$ cat src/logic/cdq_pkg.sv
// package: constants and types for the charger detect, qualify and led block
`default_nettype none
package cdq_pkg;

  // clock rate
  localparam real CLK_HZ = 25.0e6;

  // debounce times in their own units
  localparam real T_BATT_RISE_MS   = 32.0;   // normal rising edge
  localparam real T_BATT_SLOW_S    = 1.0;    // slow rising edge
  localparam real T_BMIN_FALL_S    = 1.0;    // battery minimum falling edge
  localparam real T_CCCV_MS        = 100.0;  // transition, dual edge
  localparam real T_CURR_MS        = 1.0;    // charge current, dual edge
  localparam real T_DET_MS         = 100.0;  // charger detect, dual edge

  // debounce counts in clock cycles
  localparam int CYC_BATT_RISE = int'(T_BATT_RISE_MS * 1.0e-3 * CLK_HZ);
  localparam int CYC_BATT_SLOW = int'(T_BATT_SLOW_S * CLK_HZ);
  localparam int CYC_BMIN_FALL = int'(T_BMIN_FALL_S * CLK_HZ);
  localparam int CYC_CCCV      = int'(T_CCCV_MS * 1.0e-3 * CLK_HZ);
  localparam int CYC_CURR      = int'(T_CURR_MS * 1.0e-3 * CLK_HZ);
  localparam int CYC_DET       = int'(T_DET_MS * 1.0e-3 * CLK_HZ);
  localparam int CYC_NONE      = 1;      // edge passed after one cycle

  // thermistor window, fractions of the bias level in 32nds
  localparam int TH_DEN  = 32;
  localparam int TH_LOW  = 24;  // cold threshold
  localparam int TH_HIGH = 10;  // hot threshold

  // register byte offsets
  localparam logic [7:0] OFS_CTRL  = 8'h00;
  localparam logic [7:0] OFS_STAT  = 8'h04;
  localparam logic [7:0] OFS_ISTAT = 8'h08;
  localparam logic [7:0] OFS_IMASK = 8'h0c;

  // control register fields
  localparam int CTL_SET_LSB = 0;  // charge_current_setting [3:0]
  localparam int CTL_FORCE   = 4;  // charge_led_force
  localparam int CTL_SWMODE  = 5;  // software controlled charging

  // interrupt bit positions
  localparam int IRQ_CCCV = 0;    // transition_interrupt
  localparam int IRQ_CURR = 1;    // end_current_interrupt
  localparam int IRQ_N    = 2;

  // reset values
  localparam logic [3:0] RST_SETTING = 4'h0;
  localparam logic       RST_FORCE   = 1'b0;
  localparam logic       RST_SWMODE  = 1'b0;
  localparam logic [1:0] RST_IRQ     = 2'h0;

  // lowest two current codes
  localparam logic [3:0] SET_LOW0 = 4'h0;
  localparam logic [3:0] SET_LOW1 = 4'h1;

  // raw comparator outputs from the analog side
  typedef struct packed {
    logic valid;     // charger valid
    logic presence;  // charger presence
    logic current;   // charge_current_threshold
    logic bmin;      // battery_minimum_comparator
    logic bon;       // battery_operating_comparator
    logic cccv;      // cc_cv_transition_comparator
  } cdq_cmp_t;

  // debounced results
  typedef struct packed {
    logic temp_ok;    // thermistor inside window
    logic bon_slow;
    logic bon;
    logic bmin_slow;
    logic bmin;
    logic current;
    logic cccv;
    logic detected;   // charger detected
  } cdq_dbn_t;

endpackage : cdq_pkg
`default_nettype wire

$ cat src/logic/cdq_top.sv
// design: charger detection, comparator debounce, thermistor check and charge led
//
// The implementer's own choices: the Wishbone slave port and the address map.
`timescale 1ns/10ps
`default_nettype none

// two-rate debouncer: output follows input after it held stable for the
// rise or fall count; any bounce restarts the count
module cdq_debounce #(
  parameter int RISE_CYC = 1,
  parameter int FALL_CYC = 1
) (
  input  wire logic i_clk_sys,
  input  wire logic i_reset,
  input  wire logic i_in,
  output logic      o_out
);

  logic [31:0] cnt_r;   // cycles the input has differed from the output

  // count while input differs, flip output at the limit
  always_ff @(posedge i_clk_sys or posedge i_reset) begin
    if (i_reset) begin
      cnt_r <= 32'h0;
      o_out <= 1'b0;
    end else if (i_in == o_out) begin
      cnt_r <= 32'h0;  // glitch ended: forget it
    end else if (cnt_r >= 32'(((i_in ? RISE_CYC : FALL_CYC)) - 1)) begin
      cnt_r <= 32'h0;
      o_out <= i_in;
    end else begin
      cnt_r <= cnt_r + 32'h1;
    end
  end

endmodule : cdq_debounce

// Function
// - insertion at low codes needs presence and valid high
// - higher codes: removal on presence and current low
// - low codes or idle: valid low removes
// - detect output decoded per current setting
// - battery comparators normal output, 32 ms rise
// - slow battery outputs filter rise 1.0 s
// - battery minimum falling edge 1.0 s both
// - detect, transition 100 ms; current 1.0 ms
// - debounced crossings raise the two interrupts
// - thermistor thresholds 24/32 and 10/32 bias
// - in range only between thresholds; gates charging
// - led on at charge start, machine controlled
// - end of charge turns led off unless forced
// - force bit 0 auto, 1 on
// - software mode: led follows force bit only
// - automatic led tracks charger enabled status
module cdq_top #(
  parameter int ADC_W         = 10,
  parameter int CYC_BATT_RISE = cdq_pkg::CYC_BATT_RISE,
  parameter int CYC_BATT_SLOW = cdq_pkg::CYC_BATT_SLOW,
  parameter int CYC_BMIN_FALL = cdq_pkg::CYC_BMIN_FALL,
  parameter int CYC_CCCV      = cdq_pkg::CYC_CCCV,
  parameter int CYC_CURR      = cdq_pkg::CYC_CURR,
  parameter int CYC_DET       = cdq_pkg::CYC_DET
) (
  input  wire logic             i_clk_sys,
  input  wire logic             i_reset,
  // wishbone classic slave
  input  wire logic             i_wb_cyc,
  input  wire logic             i_wb_stb,
  input  wire logic             i_wb_we,
  input  wire logic [7:0]       i_wb_adr,
  input  wire logic [3:0]       i_wb_sel,
  input  wire logic [31:0]      i_wb_dat,
  output logic      [31:0]      o_wb_dat,
  output logic                  o_wb_ack,
  // analog comparators, asynchronous
  input  wire cdq_pkg::cdq_cmp_t i_cmp,
  // thermistor words from the converter, same clock
  input  wire logic [ADC_W-1:0] i_thermistor_sense_input,
  input  wire logic [ADC_W-1:0] i_thermistor_bias_output,
  // charger state machine, same clock
  input  wire logic             i_charger_enabled_status,
  input  wire logic             i_charging_active,
  // results
  output var cdq_pkg::cdq_dbn_t o_dbn,
  output logic                  o_charge_permit,
  output logic                  o_charge_led_sink,
  output logic                  o_irq
);

  // comparator count
  localparam int NCMP = $bits(cdq_pkg::cdq_cmp_t);

  // register state
  logic [3:0]       setting_r;    // charge_current_setting
  logic             force_r;      // charge_led_force
  logic             swmode_r;     // software controlled charging
  logic [cdq_pkg::IRQ_N-1:0] istat_r;  // sticky interrupt status
  logic [cdq_pkg::IRQ_N-1:0] imask_r;  // interrupt enables
  logic             ack_r;        // bus acknowledge
  logic [31:0]      rdat_r;       // read data

  // synchroniser stages
  logic [NCMP-1:0]  sync1_r;      // first stage, read only by stage two
  logic [NCMP-1:0]  sync2_r;      // safe to use
  cdq_pkg::cdq_cmp_t cs;          // synchronised comparators

  // detection
  logic             det_raw_r;    // undebounced charger present state
  logic             det_nxt;
  logic             low_code;     // setting is one of the two lowest codes

  // debounced values
  logic             db_det;
  logic             db_cccv;
  logic             db_curr;
  logic             db_bmin;
  logic             db_bmin_slow;
  logic             db_bon;
  logic             db_bon_slow;
  logic             cccv_d_r;     // previous debounced transition
  logic             curr_d_r;     // previous debounced current
  logic             ev_cccv;      // crossing events
  logic             ev_curr;

  // thermistor
  logic             temp_ok_r;
  logic             temp_ok_nxt;

  // bus decode
  logic             wb_req;       // new access this cycle
  logic             wb_wr;        // write with low byte lane
  logic [cdq_pkg::IRQ_N-1:0] ev_vec;

  // lowest two current codes
  function automatic logic is_low_code(input logic [3:0] s);
    is_low_code = (s == cdq_pkg::SET_LOW0) || (s == cdq_pkg::SET_LOW1);
  endfunction : is_low_code

  // scaled compare: value * den below ref * num, widened
  function automatic logic below_frac(input logic [ADC_W-1:0] v,
                                      input logic [ADC_W-1:0] r,
                                      input int num);
    logic [ADC_W+7:0] lhs;
    logic [ADC_W+7:0] rhs;
    lhs = (ADC_W+8)'(v) * (ADC_W+8)'(cdq_pkg::TH_DEN);
    rhs = (ADC_W+8)'(r) * (ADC_W+8)'(num);
    below_frac = lhs < rhs;
  endfunction : below_frac

  // two flip-flops on every comparator before any logic looks at it
  always_ff @(posedge i_clk_sys or posedge i_reset) begin
    if (i_reset) begin
      sync1_r <= '0;
      sync2_r <= '0;
    end else begin
      sync1_r <= i_cmp;
      sync2_r <= sync1_r;
    end
  end

  assign cs = cdq_pkg::cdq_cmp_t'(sync2_r);
  assign low_code = is_low_code(setting_r);

  // charger present state: set on insertion, cleared on removal causes
  always_comb begin
    det_nxt = det_raw_r;
    if (!det_raw_r) begin
      // insertion at the lowest codes needs both comparators
      det_nxt = cs.presence && cs.valid;
      // at higher codes a live current also counts as a charger
      if (!low_code && (cs.presence || cs.current) && (i_charging_active || cs.valid)) begin
        det_nxt = 1'b1;
      end
    end else if (low_code) begin
      // lowest codes: valid and presence must both stay high
      det_nxt = cs.valid && cs.presence;
    end else if (!cs.presence && !cs.current) begin
      det_nxt = 1'b0;
    end else if (!i_charging_active && !cs.valid) begin
      det_nxt = 1'b0;
    end
  end

  // present state register
  always_ff @(posedge i_clk_sys or posedge i_reset) begin
    if (i_reset) begin
      det_raw_r <= 1'b0;
    end else begin
      det_raw_r <= det_nxt;
    end
  end

  // charger detect, both edges 100 ms
  cdq_debounce #(.RISE_CYC(CYC_DET), .FALL_CYC(CYC_DET)) u_db_det (
    .i_clk_sys (i_clk_sys),
    .i_reset   (i_reset),
    .i_in      (det_raw_r),
    .o_out     (db_det)
  );

  // transition comparator, both edges 100 ms
  cdq_debounce #(.RISE_CYC(CYC_CCCV), .FALL_CYC(CYC_CCCV)) u_db_cccv (
    .i_clk_sys (i_clk_sys),
    .i_reset   (i_reset),
    .i_in      (cs.cccv),
    .o_out     (db_cccv)
  );

  // charge current comparator, both edges 1 ms
  cdq_debounce #(.RISE_CYC(CYC_CURR), .FALL_CYC(CYC_CURR)) u_db_curr (
    .i_clk_sys (i_clk_sys),
    .i_reset   (i_reset),
    .i_in      (cs.current),
    .o_out     (db_curr)
  );

  // battery minimum normal: 32 ms rise, 1 s fall
  cdq_debounce #(.RISE_CYC(CYC_BATT_RISE), .FALL_CYC(CYC_BMIN_FALL)) u_db_bmin (
    .i_clk_sys (i_clk_sys),
    .i_reset   (i_reset),
    .i_in      (cs.bmin),
    .o_out     (db_bmin)
  );

  // battery minimum slow: 1 s on both edges
  cdq_debounce #(.RISE_CYC(CYC_BATT_SLOW), .FALL_CYC(CYC_BMIN_FALL)) u_db_bmin_s (
    .i_clk_sys (i_clk_sys),
    .i_reset   (i_reset),
    .i_in      (cs.bmin),
    .o_out     (db_bmin_slow)
  );

  // battery operating normal: 32 ms rise, fall passes at once
  cdq_debounce #(.RISE_CYC(CYC_BATT_RISE), .FALL_CYC(cdq_pkg::CYC_NONE)) u_db_bon (
    .i_clk_sys (i_clk_sys),
    .i_reset   (i_reset),
    .i_in      (cs.bon),
    .o_out     (db_bon)
  );

  // battery operating slow: 1 s rise, fall passes at once
  cdq_debounce #(.RISE_CYC(CYC_BATT_SLOW), .FALL_CYC(cdq_pkg::CYC_NONE)) u_db_bon_s (
    .i_clk_sys (i_clk_sys),
    .i_reset   (i_reset),
    .i_in      (cs.bon),
    .o_out     (db_bon_slow)
  );

  // edge memory for crossing events
  always_ff @(posedge i_clk_sys or posedge i_reset) begin
    if (i_reset) begin
      cccv_d_r <= 1'b0;
      curr_d_r <= 1'b0;
    end else begin
      cccv_d_r <= db_cccv;
      curr_d_r <= db_curr;
    end
  end

  // a crossing is either direction of the debounced level
  assign ev_cccv = db_cccv ^ cccv_d_r;
  assign ev_curr = db_curr ^ curr_d_r;

  // thermistor window; a high reading means cold (ntc on the low side)
  always_comb begin
    temp_ok_nxt = below_frac(i_thermistor_sense_input, i_thermistor_bias_output,
                             cdq_pkg::TH_LOW)
                  && !below_frac(i_thermistor_sense_input, i_thermistor_bias_output,
                                 cdq_pkg::TH_HIGH);
  end

  // registered so the result is glitch free
  always_ff @(posedge i_clk_sys or posedge i_reset) begin
    if (i_reset) begin
      temp_ok_r <= 1'b0;
    end else begin
      temp_ok_r <= temp_ok_nxt;
    end
  end

  // charge permit needs a charger and a battery in the window
  always_ff @(posedge i_clk_sys or posedge i_reset) begin
    if (i_reset) begin
      o_charge_permit <= 1'b0;
    end else begin
      o_charge_permit <= db_det && temp_ok_r;
    end
  end

  // led sink: enabled status in automatic mode, force bit overrides;
  // status drops at fault and end of charge, so the led goes out there
  always_ff @(posedge i_clk_sys or posedge i_reset) begin
    if (i_reset) begin
      o_charge_led_sink <= 1'b0;
    end else if (swmode_r) begin
      o_charge_led_sink <= force_r;
    end else if (force_r) begin
      o_charge_led_sink <= 1'b1;
    end else begin
      o_charge_led_sink <= i_charger_enabled_status;
    end
  end

  // collected debounced state
  always_ff @(posedge i_clk_sys or posedge i_reset) begin
    if (i_reset) begin
      o_dbn <= '0;
    end else begin
      o_dbn.detected  <= db_det;
      o_dbn.cccv      <= db_cccv;
      o_dbn.current   <= db_curr;
      o_dbn.bmin      <= db_bmin;
      o_dbn.bmin_slow <= db_bmin_slow;
      o_dbn.bon       <= db_bon;
      o_dbn.bon_slow  <= db_bon_slow;
      o_dbn.temp_ok   <= temp_ok_r;
    end
  end

  // a new access is taken once; ack drops the cycle after
  assign wb_req = i_wb_cyc && i_wb_stb && !ack_r;
  assign wb_wr  = wb_req && i_wb_we && i_wb_sel[0];
  assign ev_vec = {ev_curr, ev_cccv};

  // bus acknowledge, one wait state, unmapped addresses acked too
  always_ff @(posedge i_clk_sys or posedge i_reset) begin
    if (i_reset) begin
      ack_r <= 1'b0;
    end else begin
      ack_r <= wb_req;
    end
  end

  assign o_wb_ack = ack_r;
  assign o_wb_dat = rdat_r;

  // control register writes
  always_ff @(posedge i_clk_sys or posedge i_reset) begin
    if (i_reset) begin
      setting_r <= cdq_pkg::RST_SETTING;
      force_r   <= cdq_pkg::RST_FORCE;
      swmode_r  <= cdq_pkg::RST_SWMODE;
    end else if (wb_wr && i_wb_adr == cdq_pkg::OFS_CTRL) begin
      setting_r <= i_wb_dat[cdq_pkg::CTL_SET_LSB +: 4];
      force_r   <= i_wb_dat[cdq_pkg::CTL_FORCE];
      swmode_r  <= i_wb_dat[cdq_pkg::CTL_SWMODE];
    end
  end

  // mask register writes
  always_ff @(posedge i_clk_sys or posedge i_reset) begin
    if (i_reset) begin
      imask_r <= cdq_pkg::RST_IRQ;
    end else if (wb_wr && i_wb_adr == cdq_pkg::OFS_IMASK) begin
      imask_r <= i_wb_dat[cdq_pkg::IRQ_N-1:0];
    end
  end

  // sticky status: write one clears, a new event in the same cycle wins
  always_ff @(posedge i_clk_sys or posedge i_reset) begin
    if (i_reset) begin
      istat_r <= cdq_pkg::RST_IRQ;
    end else if (wb_wr && i_wb_adr == cdq_pkg::OFS_ISTAT) begin
      istat_r <= (istat_r & ~i_wb_dat[cdq_pkg::IRQ_N-1:0]) | ev_vec;
    end else begin
      istat_r <= istat_r | ev_vec;
    end
  end

  // level interrupt while any enabled status bit is set
  assign o_irq = |(istat_r & imask_r);

  // read data captured with the request; unmapped reads give zero
  always_ff @(posedge i_clk_sys or posedge i_reset) begin
    if (i_reset) begin
      rdat_r <= 32'h0;
    end else if (wb_req && !i_wb_we) begin
      unique case (i_wb_adr)
        cdq_pkg::OFS_CTRL:  rdat_r <= {26'h0, swmode_r, force_r, setting_r};
        cdq_pkg::OFS_STAT:  rdat_r <= {22'h0, i_charger_enabled_status,
                                       o_charge_led_sink, o_dbn};
        cdq_pkg::OFS_ISTAT: rdat_r <= {30'h0, istat_r};
        cdq_pkg::OFS_IMASK: rdat_r <= {30'h0, imask_r};
        default:            rdat_r <= 32'h0;
      endcase
    end
  end

endmodule : cdq_top
`default_nettype wire

$ cat config.mk
export PLATFORM = sky130hd
export DESIGN_NAME = cdq_top
export DESIGN_NICKNAME = d
export VERILOG_FILES = /design/src/logic/cdq_pkg.sv /design/src/logic/cdq_top.sv
export SDC_FILE = /design/constraint.sdc
export NUM_CORES = 1
export LEC_CHECK = 0
export BUFFER_PORTS_ARGS = -buffer_cell sky130_fd_sc_hd__buf_4
export CAP_MARGIN = 20
export CORE_MARGIN = 4
export CORE_UTILIZATION = 57
export CTS_BUF_LIST = sky130_fd_sc_hd__clkbuf_8
export DETAILED_ROUTE_END_ITERATION = 16
export PLACE_DENSITY = 0.77
export SLEW_MARGIN = 20
export SYNTH_ARGS = -nofsm -noshare
export SYNTH_HDL_FRONTEND = slang
export SYNTH_HIERARCHICAL = 1
export SYNTH_SLANG_ARGS = --single-unit
$ cat constraint.sdc
create_clock -name i_clk_sys -period 6.85 [get_ports i_clk_sys]
set_clock_uncertainty 0.05 [all_clocks]
set_input_delay 0.3425 -clock i_clk_sys [delete_from_list [all_inputs] [get_ports i_clk_sys]]
set_output_delay 0.3425 -clock i_clk_sys [all_outputs]
set_load 0.01 [all_outputs]
==> run_results.csv, run 1 <==
group,metric,value,unit
outcome,outcome,"complete, no violations",
clocking,htree_num_levels,2,
power,ir_worst_vdd,0.2489,mV
placement,dp_cells,1776,
routing,ant_nets,0,
power,combinationalPowerShare,7.7,%
power,power.total,3.504,mW
clocking,root_buffer,"clkbuf_8",
layout,fin_util,66.38,%
worst_setup_path,cp.arrival,3710,ps
layout,drive_above_1_share,18.39,%
sta,rsz0062_at_grt,"false",
placement,portBuffers,69,
routing,vias,10231,
routing,drcViolationCount,0,
power,cellPowerDensity,209.6,mW/mm^2
sta,worst_pin_slew,1134,ps
layout,final_area,0.01671,mm^2
sta,whs,82.61,ps
worst_setup_path,path_max_fanout,22,
worst_setup_path,start_kind,"flop",
floorplan,io_pins,121,
floorplan,fp.dieW,168.0,um
synth,netlist_area,0.01460,mm^2
global_route,antenna_found_initial,0,
global_route,gr-total-overflow,0,
floorplan,die_y,168.0,um
synth,yosysSeqAreaShare,47.32,%
routing,via_per_inst,5.459,
floorplan,dieArea,0.02823,mm^2
sta,fin_ws,3510,ps
floorplan,fp.coreArea,0.02518,mm^2
clocking,cts_buffers,46,
global_route,grt_first_pass_wirelength,47930,um
sta,fin_crit_sh,48.76,%
sta,timing.fmax,0.2994,GHz
clocking,cts.sinks,276,
power,p_switching,817.2,uW
layout,area_growth,14.52,%
power,leakage,7.289,nW
run,drv_cap,0,
layout,nets,1680,
layout,layout.cells.most_common,"dfrtp_1",
global_route,grt.total_usage,19.74,%
clocking,cts.repair.resized,0,
placement,place_ws,3437,ps
placement,hpwl,19100,um
power,intPower,2.687,mW
worst_setup_path,endpoint_kind,"flop",
layout,final_cell_mix,"dfrtp_1, nor2_1, xor2_1",
power,clkPwrFrac,44.3,%
clocking,clock_path_buffers,3,
synth,synthDistinctLibCells,85,
floorplan,num_rows,58,
worst_setup_path,crit_type,"reg -> reg",
routing,routed_wl,27410,um
sta,tns,0,ps
routing,first_pass_iters,5,
placement,place_congestion,0.8290,
clocking,clk_latency,550,ps
clocking,clk_transition_reported_paths,60,ps
sta,hold_viol,0,
routing,first_iter_violations,647,
layout,stdcell_count,1874,
hold_path,hold_class,"in -> reg",
synth,synth_edf_count,0,
synth,synth_async_sr_flop_share,100.0,%
power,switching_share,23.32,%
sta,period_needed,3340,ps
synth,ys_ff_latch,276,
power,p_seq_share,48.0,%
synth,synth_cells,1339,
placement,place_area,0.01554,mm^2
clocking,cts_tree,"done",
synth,avgSynthCellArea,10.90,um^2
sta,finalSetupViolations,0,
floorplan,initial_core_util,57.96,%
sta,slew_viol_final,0,
synth,yosys_warnings,6,
worst_setup_path,crit_required,7220,ps
synth,synth_flop_cell,"dfrtp_1",
global_route,grt_pass1_vias,10350,
global_route,grt_max_degree,46,
sta,relSlewSlack,24.40,%
layout,antenna_cells,0,
routing,wl_per_cell,14.63,um
-- power groups by stage --
| stage | combinational (mW) | sequential [mW] | clock (mW) |
|---|---|---|---|
| 2_1_floorplan | 0.186 | 1.71 | 0 |
| 3_3_place_gp | 0.253 | 1.71 | 0 |
| 3_5_place_dp | 0.263 | 1.71 | 0 |
| 4_1_cts | 0.272 | 1.68 | 1.59 |
| 5_1_grt | 0.312 | 1.68 | 1.68 |
| 6_report | 0.269 | 1.68 | 1.55 |
-- area by class of cell --
class / instances / area, um^2
inverters: 44 / 165.2
clock buffers: 61 / 839.6
repair buffers: 94 / 753.2
clock inverters: 22 / 178.9
flip-flops and latches: 276 / 6907
fillers: 1929 / 8467
well taps: 330 / 412.9
multi-input cells: 1047 / 7458
-- critical path: stages, from the launching register on --
cell,delay [ps]
dfrtp_1,550
inv_1,310
ha_1,390
o21ai_0,170
a21oi_1,70
o41ai_1,310
nand4_2,770
mux2_1,600
-- state kept, by name, indices dropped and copies added, names as in the netlist, 2 cells and up --
signal             count
u_db_bon/cnt_r        32
o_dbn                  8
setting_r              4
u_db_bon_s/cnt_r      32
o_wb_dat              10
cs                     6
u_db_bmin_s/cnt_r     32
u_db_cccv/cnt_r       32
u_db_bmin/cnt_r       32
u_db_det/cnt_r        32
imask_r                2
sync1_r                6
u_db_curr/cnt_r       32
istat_r                2
-- cells in the mapped netlist (all sizes together) (10+ instances only) --
library cell | n | share of area (%)
dfrtp | 276 | 47
xnor2 | 49 | 2.9
buf | 42 | 2.3
nand3 | 73 | 2.7
a21o | 10 | 0.51
and3 | 20 | 0.87
o21ai | 33 | 1.2
nor2 | 141 | 4.3
nand4 | 38 | 2.0
xor2 | 95 | 5.7
mux2 | 14 | 1.1
nand2 | 91 | 2.3
or3 | 17 | 0.76
nor3 | 62 | 3.3
ha | 92 | 7.9
or4 | 14 | 0.80
nor4 | 25 | 1.6
a21oi | 37 | 1.3
a211oi | 26 | 1.6
clkbuf | 11 | 0.28
inv | 44 | 1.1
and4 | 17 | 1.0
-- worst paths after layout --
kind                       slack (ps)  depth (start not counted)                   to              start
max in group asynchronous        5540                          4  u_db_bmin/cnt_r[11]            i_reset
setup reg to reg                 3510                          7       u_db_bon/o_out              cs[1]
min in group asynchronous         350                          3           sync1_r[0]            i_reset
setup / recovery                 3510                          7       u_db_bon/o_out              cs[1]
hold reg to reg                   300                          0                cs[2]         sync1_r[2]
hold / removal                     80                          3            det_raw_r  i_charging_active
-- metal layers --
layer,part of all wire (%),wire (um),GRT usage (%),vias to the layer above
met4,1.1,291,4.446,0
li1,-,-,-,5014
met5,0,0,0,-
met2,49,13490,33.58,197
met1,46,12490,26.81,4992
met3,4.2,1144,3.311,28
-- kinds of logic (layout without fill, tap and decap cells) --
group,count (synthesis),in the layout,share of synthesized area (%)
xor gates and xnor gates,144,144,8.641
adders and majority gates,94,94,8.161
buffers and inverters,97,221,3.755
muxes,20,20,1.689
AOI/OAI and AO/OA,161,161,8.547
and+or+nand+nor,539,539,21.68
other,8,89,0.2058
DFF,276,276,47.32
-- what timing repair did --
item                      in CTS  in global routing
hold endpoints to repair     187                  0
hold buffers                  14                  0
buffers inserted               0                  0
Power figures use the tool's default switching activity.
==> run 2: changes to the inputs <==
ABC_AREA = 1   (was unset)
PLACE_DENSITY = 0.76   (was 0.77)
clock period = 3.2 ns   (was 6.85 ns; I/O delays follow)
==> run 2 against run 1 <==
Effect of this change: core utilization increased by 0.21 points; worst setup slack lost 2800 ps; synthesized cell count increased by 45%; clock-buffer cell count is 3 lower; routed wire length rose by 18%; first-iteration DRC count up 22%; fmax up 35%; area after synthesis rose by 9.1%; sequential share of layout area fell by 3.3 points; clock power increased by 110%; total power grew 110%; largest cell class unchanged; highest routed layer unchanged.
==> run_results.csv, run 2 <==
group,metric,value,unit
global_route,grt_use_met1,27.38,%
synth,yosys.area_share.simple,31.41,%
synth,yosys_warnings,6,
routing,first_pass_iters,5,
clocking,cts.sinks,276,
worst_setup_path,rrSetupSlack,720,ps
floorplan,dieArea,0.03069,mm^2
clocking,cts.repair.resized,0,
synth,synth_cells,1946,
worst_setup_path,cp.arrival,2890,ps
layout,final_cell_mix,"nand2_1, nor2_1, dfrtp_1",
synth,netlist_area,0.01593,mm^2
sta,slew_viol_final,0,
worst_setup_path,max_stage_delay,470,ps
sta,hold_viol,0,
worst_setup_path,crit_required,3610,ps
global_route,grt.total_usage,21.12,%
sta,period_needed,2480,ps
layout,fin_util,66.59,%
sta,rsz0062_at_grt,"false",
global_route,grt_pass1_vias,12466,
global_route,grt_max_degree,46,
power,leakage,8.535,nW
worst_setup_path,endpoint_kind,"flop",
layout,layout.cells.most_common,"nand2_1",
routing,ant_nets,0,
synth,synth_mux_area_share,0,%
clocking,cts_buffers,46,
synth,synth_flop_cell,"dfrtp_1",
hold_path,worstHoldStart,"i_wb_cyc",
synth,synth_edf_count,0,
worst_setup_path,cp_cell_sequence,"inv_1 -> ha_1 -> a21oi_1 -> o21ai_0 -> nand2_1 -> nand2_1 -> a21oi_4 -> nand3_4 -> nor2_1",
layout,nFillCells,2236,
routing,vias,12655,
floorplan,die_y,175.2,um
sta,worst_pin_slew,883.1,ps
floorplan,io_pins,121,
worst_setup_path,critPathSlowestCell,"inv_1",
synth,yosys.area.top_type,"dfrtp_1",
synth,synthDistinctLibCells,57,
clocking,clock_path_buffers,3,
sta,tns,0,ps
layout,nets,2305,
worst_setup_path,timing.rr.end,"u_db_bon_s/cnt_r[25]",
routing,first_iter_violations,792,
sta,timing.fmax,0.4032,GHz
power,cellPowerDensity,415.0,mW/mm^2
floorplan,fp.dieW,175.2,um
placement,hpwl,23650,um
routing,routed_wl,32210,um
synth,yosys-top-cells-area,"dfrtp_1, nand2_1, nor2_1, ha_1, inv_1",
floorplan,fp.coreArea,0.02725,mm^2
synth,synth_async_sr_flop_share,100.0,%
global_route,gr-total-overflow,0,
synth,ys_ff_latch,276,
placement,place_congestion,0.9072,
clocking,clk_transition_reported_paths,60,ps
layout,area_growth,13.91,%
synth,synth_top_area_share,43.36,%
placement,portBuffers,69,
global_route,met2_usage,37.23,%
synth,synthXorXnorAreaFrac,6.762,%
synth,avgSynthCellArea,8.186,um^2
synth,synth_common_cells,"nand2_1, nor2_1, dfrtp_1",
hold_path,hold_class,"in -> reg",
sta,finalSetupViolations,0,
routing,drcViolationCount,0,
clocking,htree_num_levels,2,
synth,synth_top_family_by_area,"simple AND/OR/NAND/NOR gates",
layout,drive_above_1_share,13.75,%
synth,yosysMostFrequentCell,"nand2_1",
routing,wl_per_cell,12.68,um
floorplan,num_rows,60,
clocking,cts_tree,"done",
worst_setup_path,start_kind,"flop",
power,ir_worst_vdd,0.2217,mV
synth,synthAdderAreaFrac,7.477,%
synth,synth_compound_area_share,3.534,%
outcome,outcome,"complete, no violations",
global_route,grt.busiest_layer,"met2",
layout,antenna_cells,0,
layout,regArea,0.006907,mm^2
worst_setup_path,crit_type,"reg -> reg",
floorplan,initial_core_util,58.46,%
hold_path,hold_path_end,"o_wb_dat[4]",
hold_path,whs_path_depth,5,
worst_setup_path,r2r_start,"cs[1]",
routing,via_per_inst,4.982,
global_route,grt_first_pass_wirelength,55360,um
worst_setup_path,cpMostUsedCell,"nand2_1",
run,drv_cap,0,
synth,yosysSeqAreaShare,43.36,%
sta,fin_crit_sh,77.50,%
layout,multi_input_area,0.008169,mm^2
worst_setup_path,r2r_cells,9,
clocking,root_buffer,"clkbuf_8",
clocking,clk_latency,540,ps
global_route,met3_usage,3.137,%
global_route,antenna_found_initial,0,
worst_setup_path,path_max_fanout,26,
sta,relSlewSlack,41.13,%
-- run 2: cell types whose count changed after synthesis, moves of 19 or more --
cell | before | now
nor3_2 | 33 | 9
nor2_1 | 109 | 308
inv_1 | 43 | 199
and3_1 | 19 | 0
nand3_1 | 69 | 108
nand2_1 | 91 | 474
nor2_2 | 30 | 67
-- run 2: logic make-up (layout without fill, tap and decap cells) --
logic type | after synthesis | after routing
compound gates | 97 | 97
xor+xnor | 123 | 123
fa+ha+maj | 94 | 94
buf+inv | 252 | 393
flops | 276 | 276
other cells | 8 | 89
simple gates | 1096 | 1096
-- run 2: metal layers --
layer / share of wire (%) / routed length (um)
met5: 0 / 0
met4: 1.6 / 522
met3: 4.0 / 1293
met2: 49 / 15860
met1: 45 / 14530
-- run 2: worst max-delay path, delay by kind of cell, from the launching register on --
kind | cells | cell delay (ps)
simple gates | 4 | 710
buf+inv | 1 | 470
flops | 1 | 370
fa+ha+maj | 1 | 350
compound gates | 3 | 440
-- run 2: through the flow --
| step | area (um^2) | setup slack (ps) | instances | power, mW | hold WS (ps) |
|---|---|---|---|---|---|
| after floorplan | 16230 | 850.5 | 2027 | 4.069 | 141.4 |
| after global placement | 16920 | 458.0 | 2436 | 4.224 | 136.2 |
| after detailed placement | 16920 | 428.8 | 2436 | 4.249 | 141.2 |
| after CTS | 18140 | 694.8 | 2540 | 7.629 | 14.27 |
| after global routing | 18150 | 467.0 | 2540 | 7.875 | 38.45 |
| final | 18150 | 720.0 | 2540 | 7.530 | 48.11 |
-- run 2: final cells by class --
class	instances	area share [%]
repair buffers	99	4.399
flip-flops and latches	276	38.06
clock inverters	24	1.138
inverters	212	4.420
well taps	372	2.565
multi-input cells	1499	45.02
clock buffers	58	4.399
-- run 2: power by group --
| group | internal [mW] | switching, mW | leakage, nW |
|---|---|---|---|
| registers | 3.56 | 0.0391 | 3.61 |
| logic | 0.233 | 0.371 | 4.36 |
| clock network | 1.95 | 1.37 | 0.567 |
| total | 5.75 | 1.78 | 8.54 |
-- run 2: worst max path at each step --
stage,endpoint,cells past startpoint,startpoint
finish,u_db_bon_s/cnt_r[25],9,cs[1]
floorplan,temp_ok_r,15,i_thermistor_bias_output[1]
CTS,u_db_bon_s/cnt_r[25],9,cs[1]
global placement,temp_ok_r,16,i_thermistor_bias_output[1]
detailed placement,temp_ok_r,16,i_thermistor_bias_output[1]
global route,u_db_bon_s/cnt_r[25],11,cs[1]
-- run 2: repair_timing --
item / in CTS / in global routing
buffers inserted: 0 / 0
hold endpoints to repair: 292 / 0
hold buffers: 22 / 0
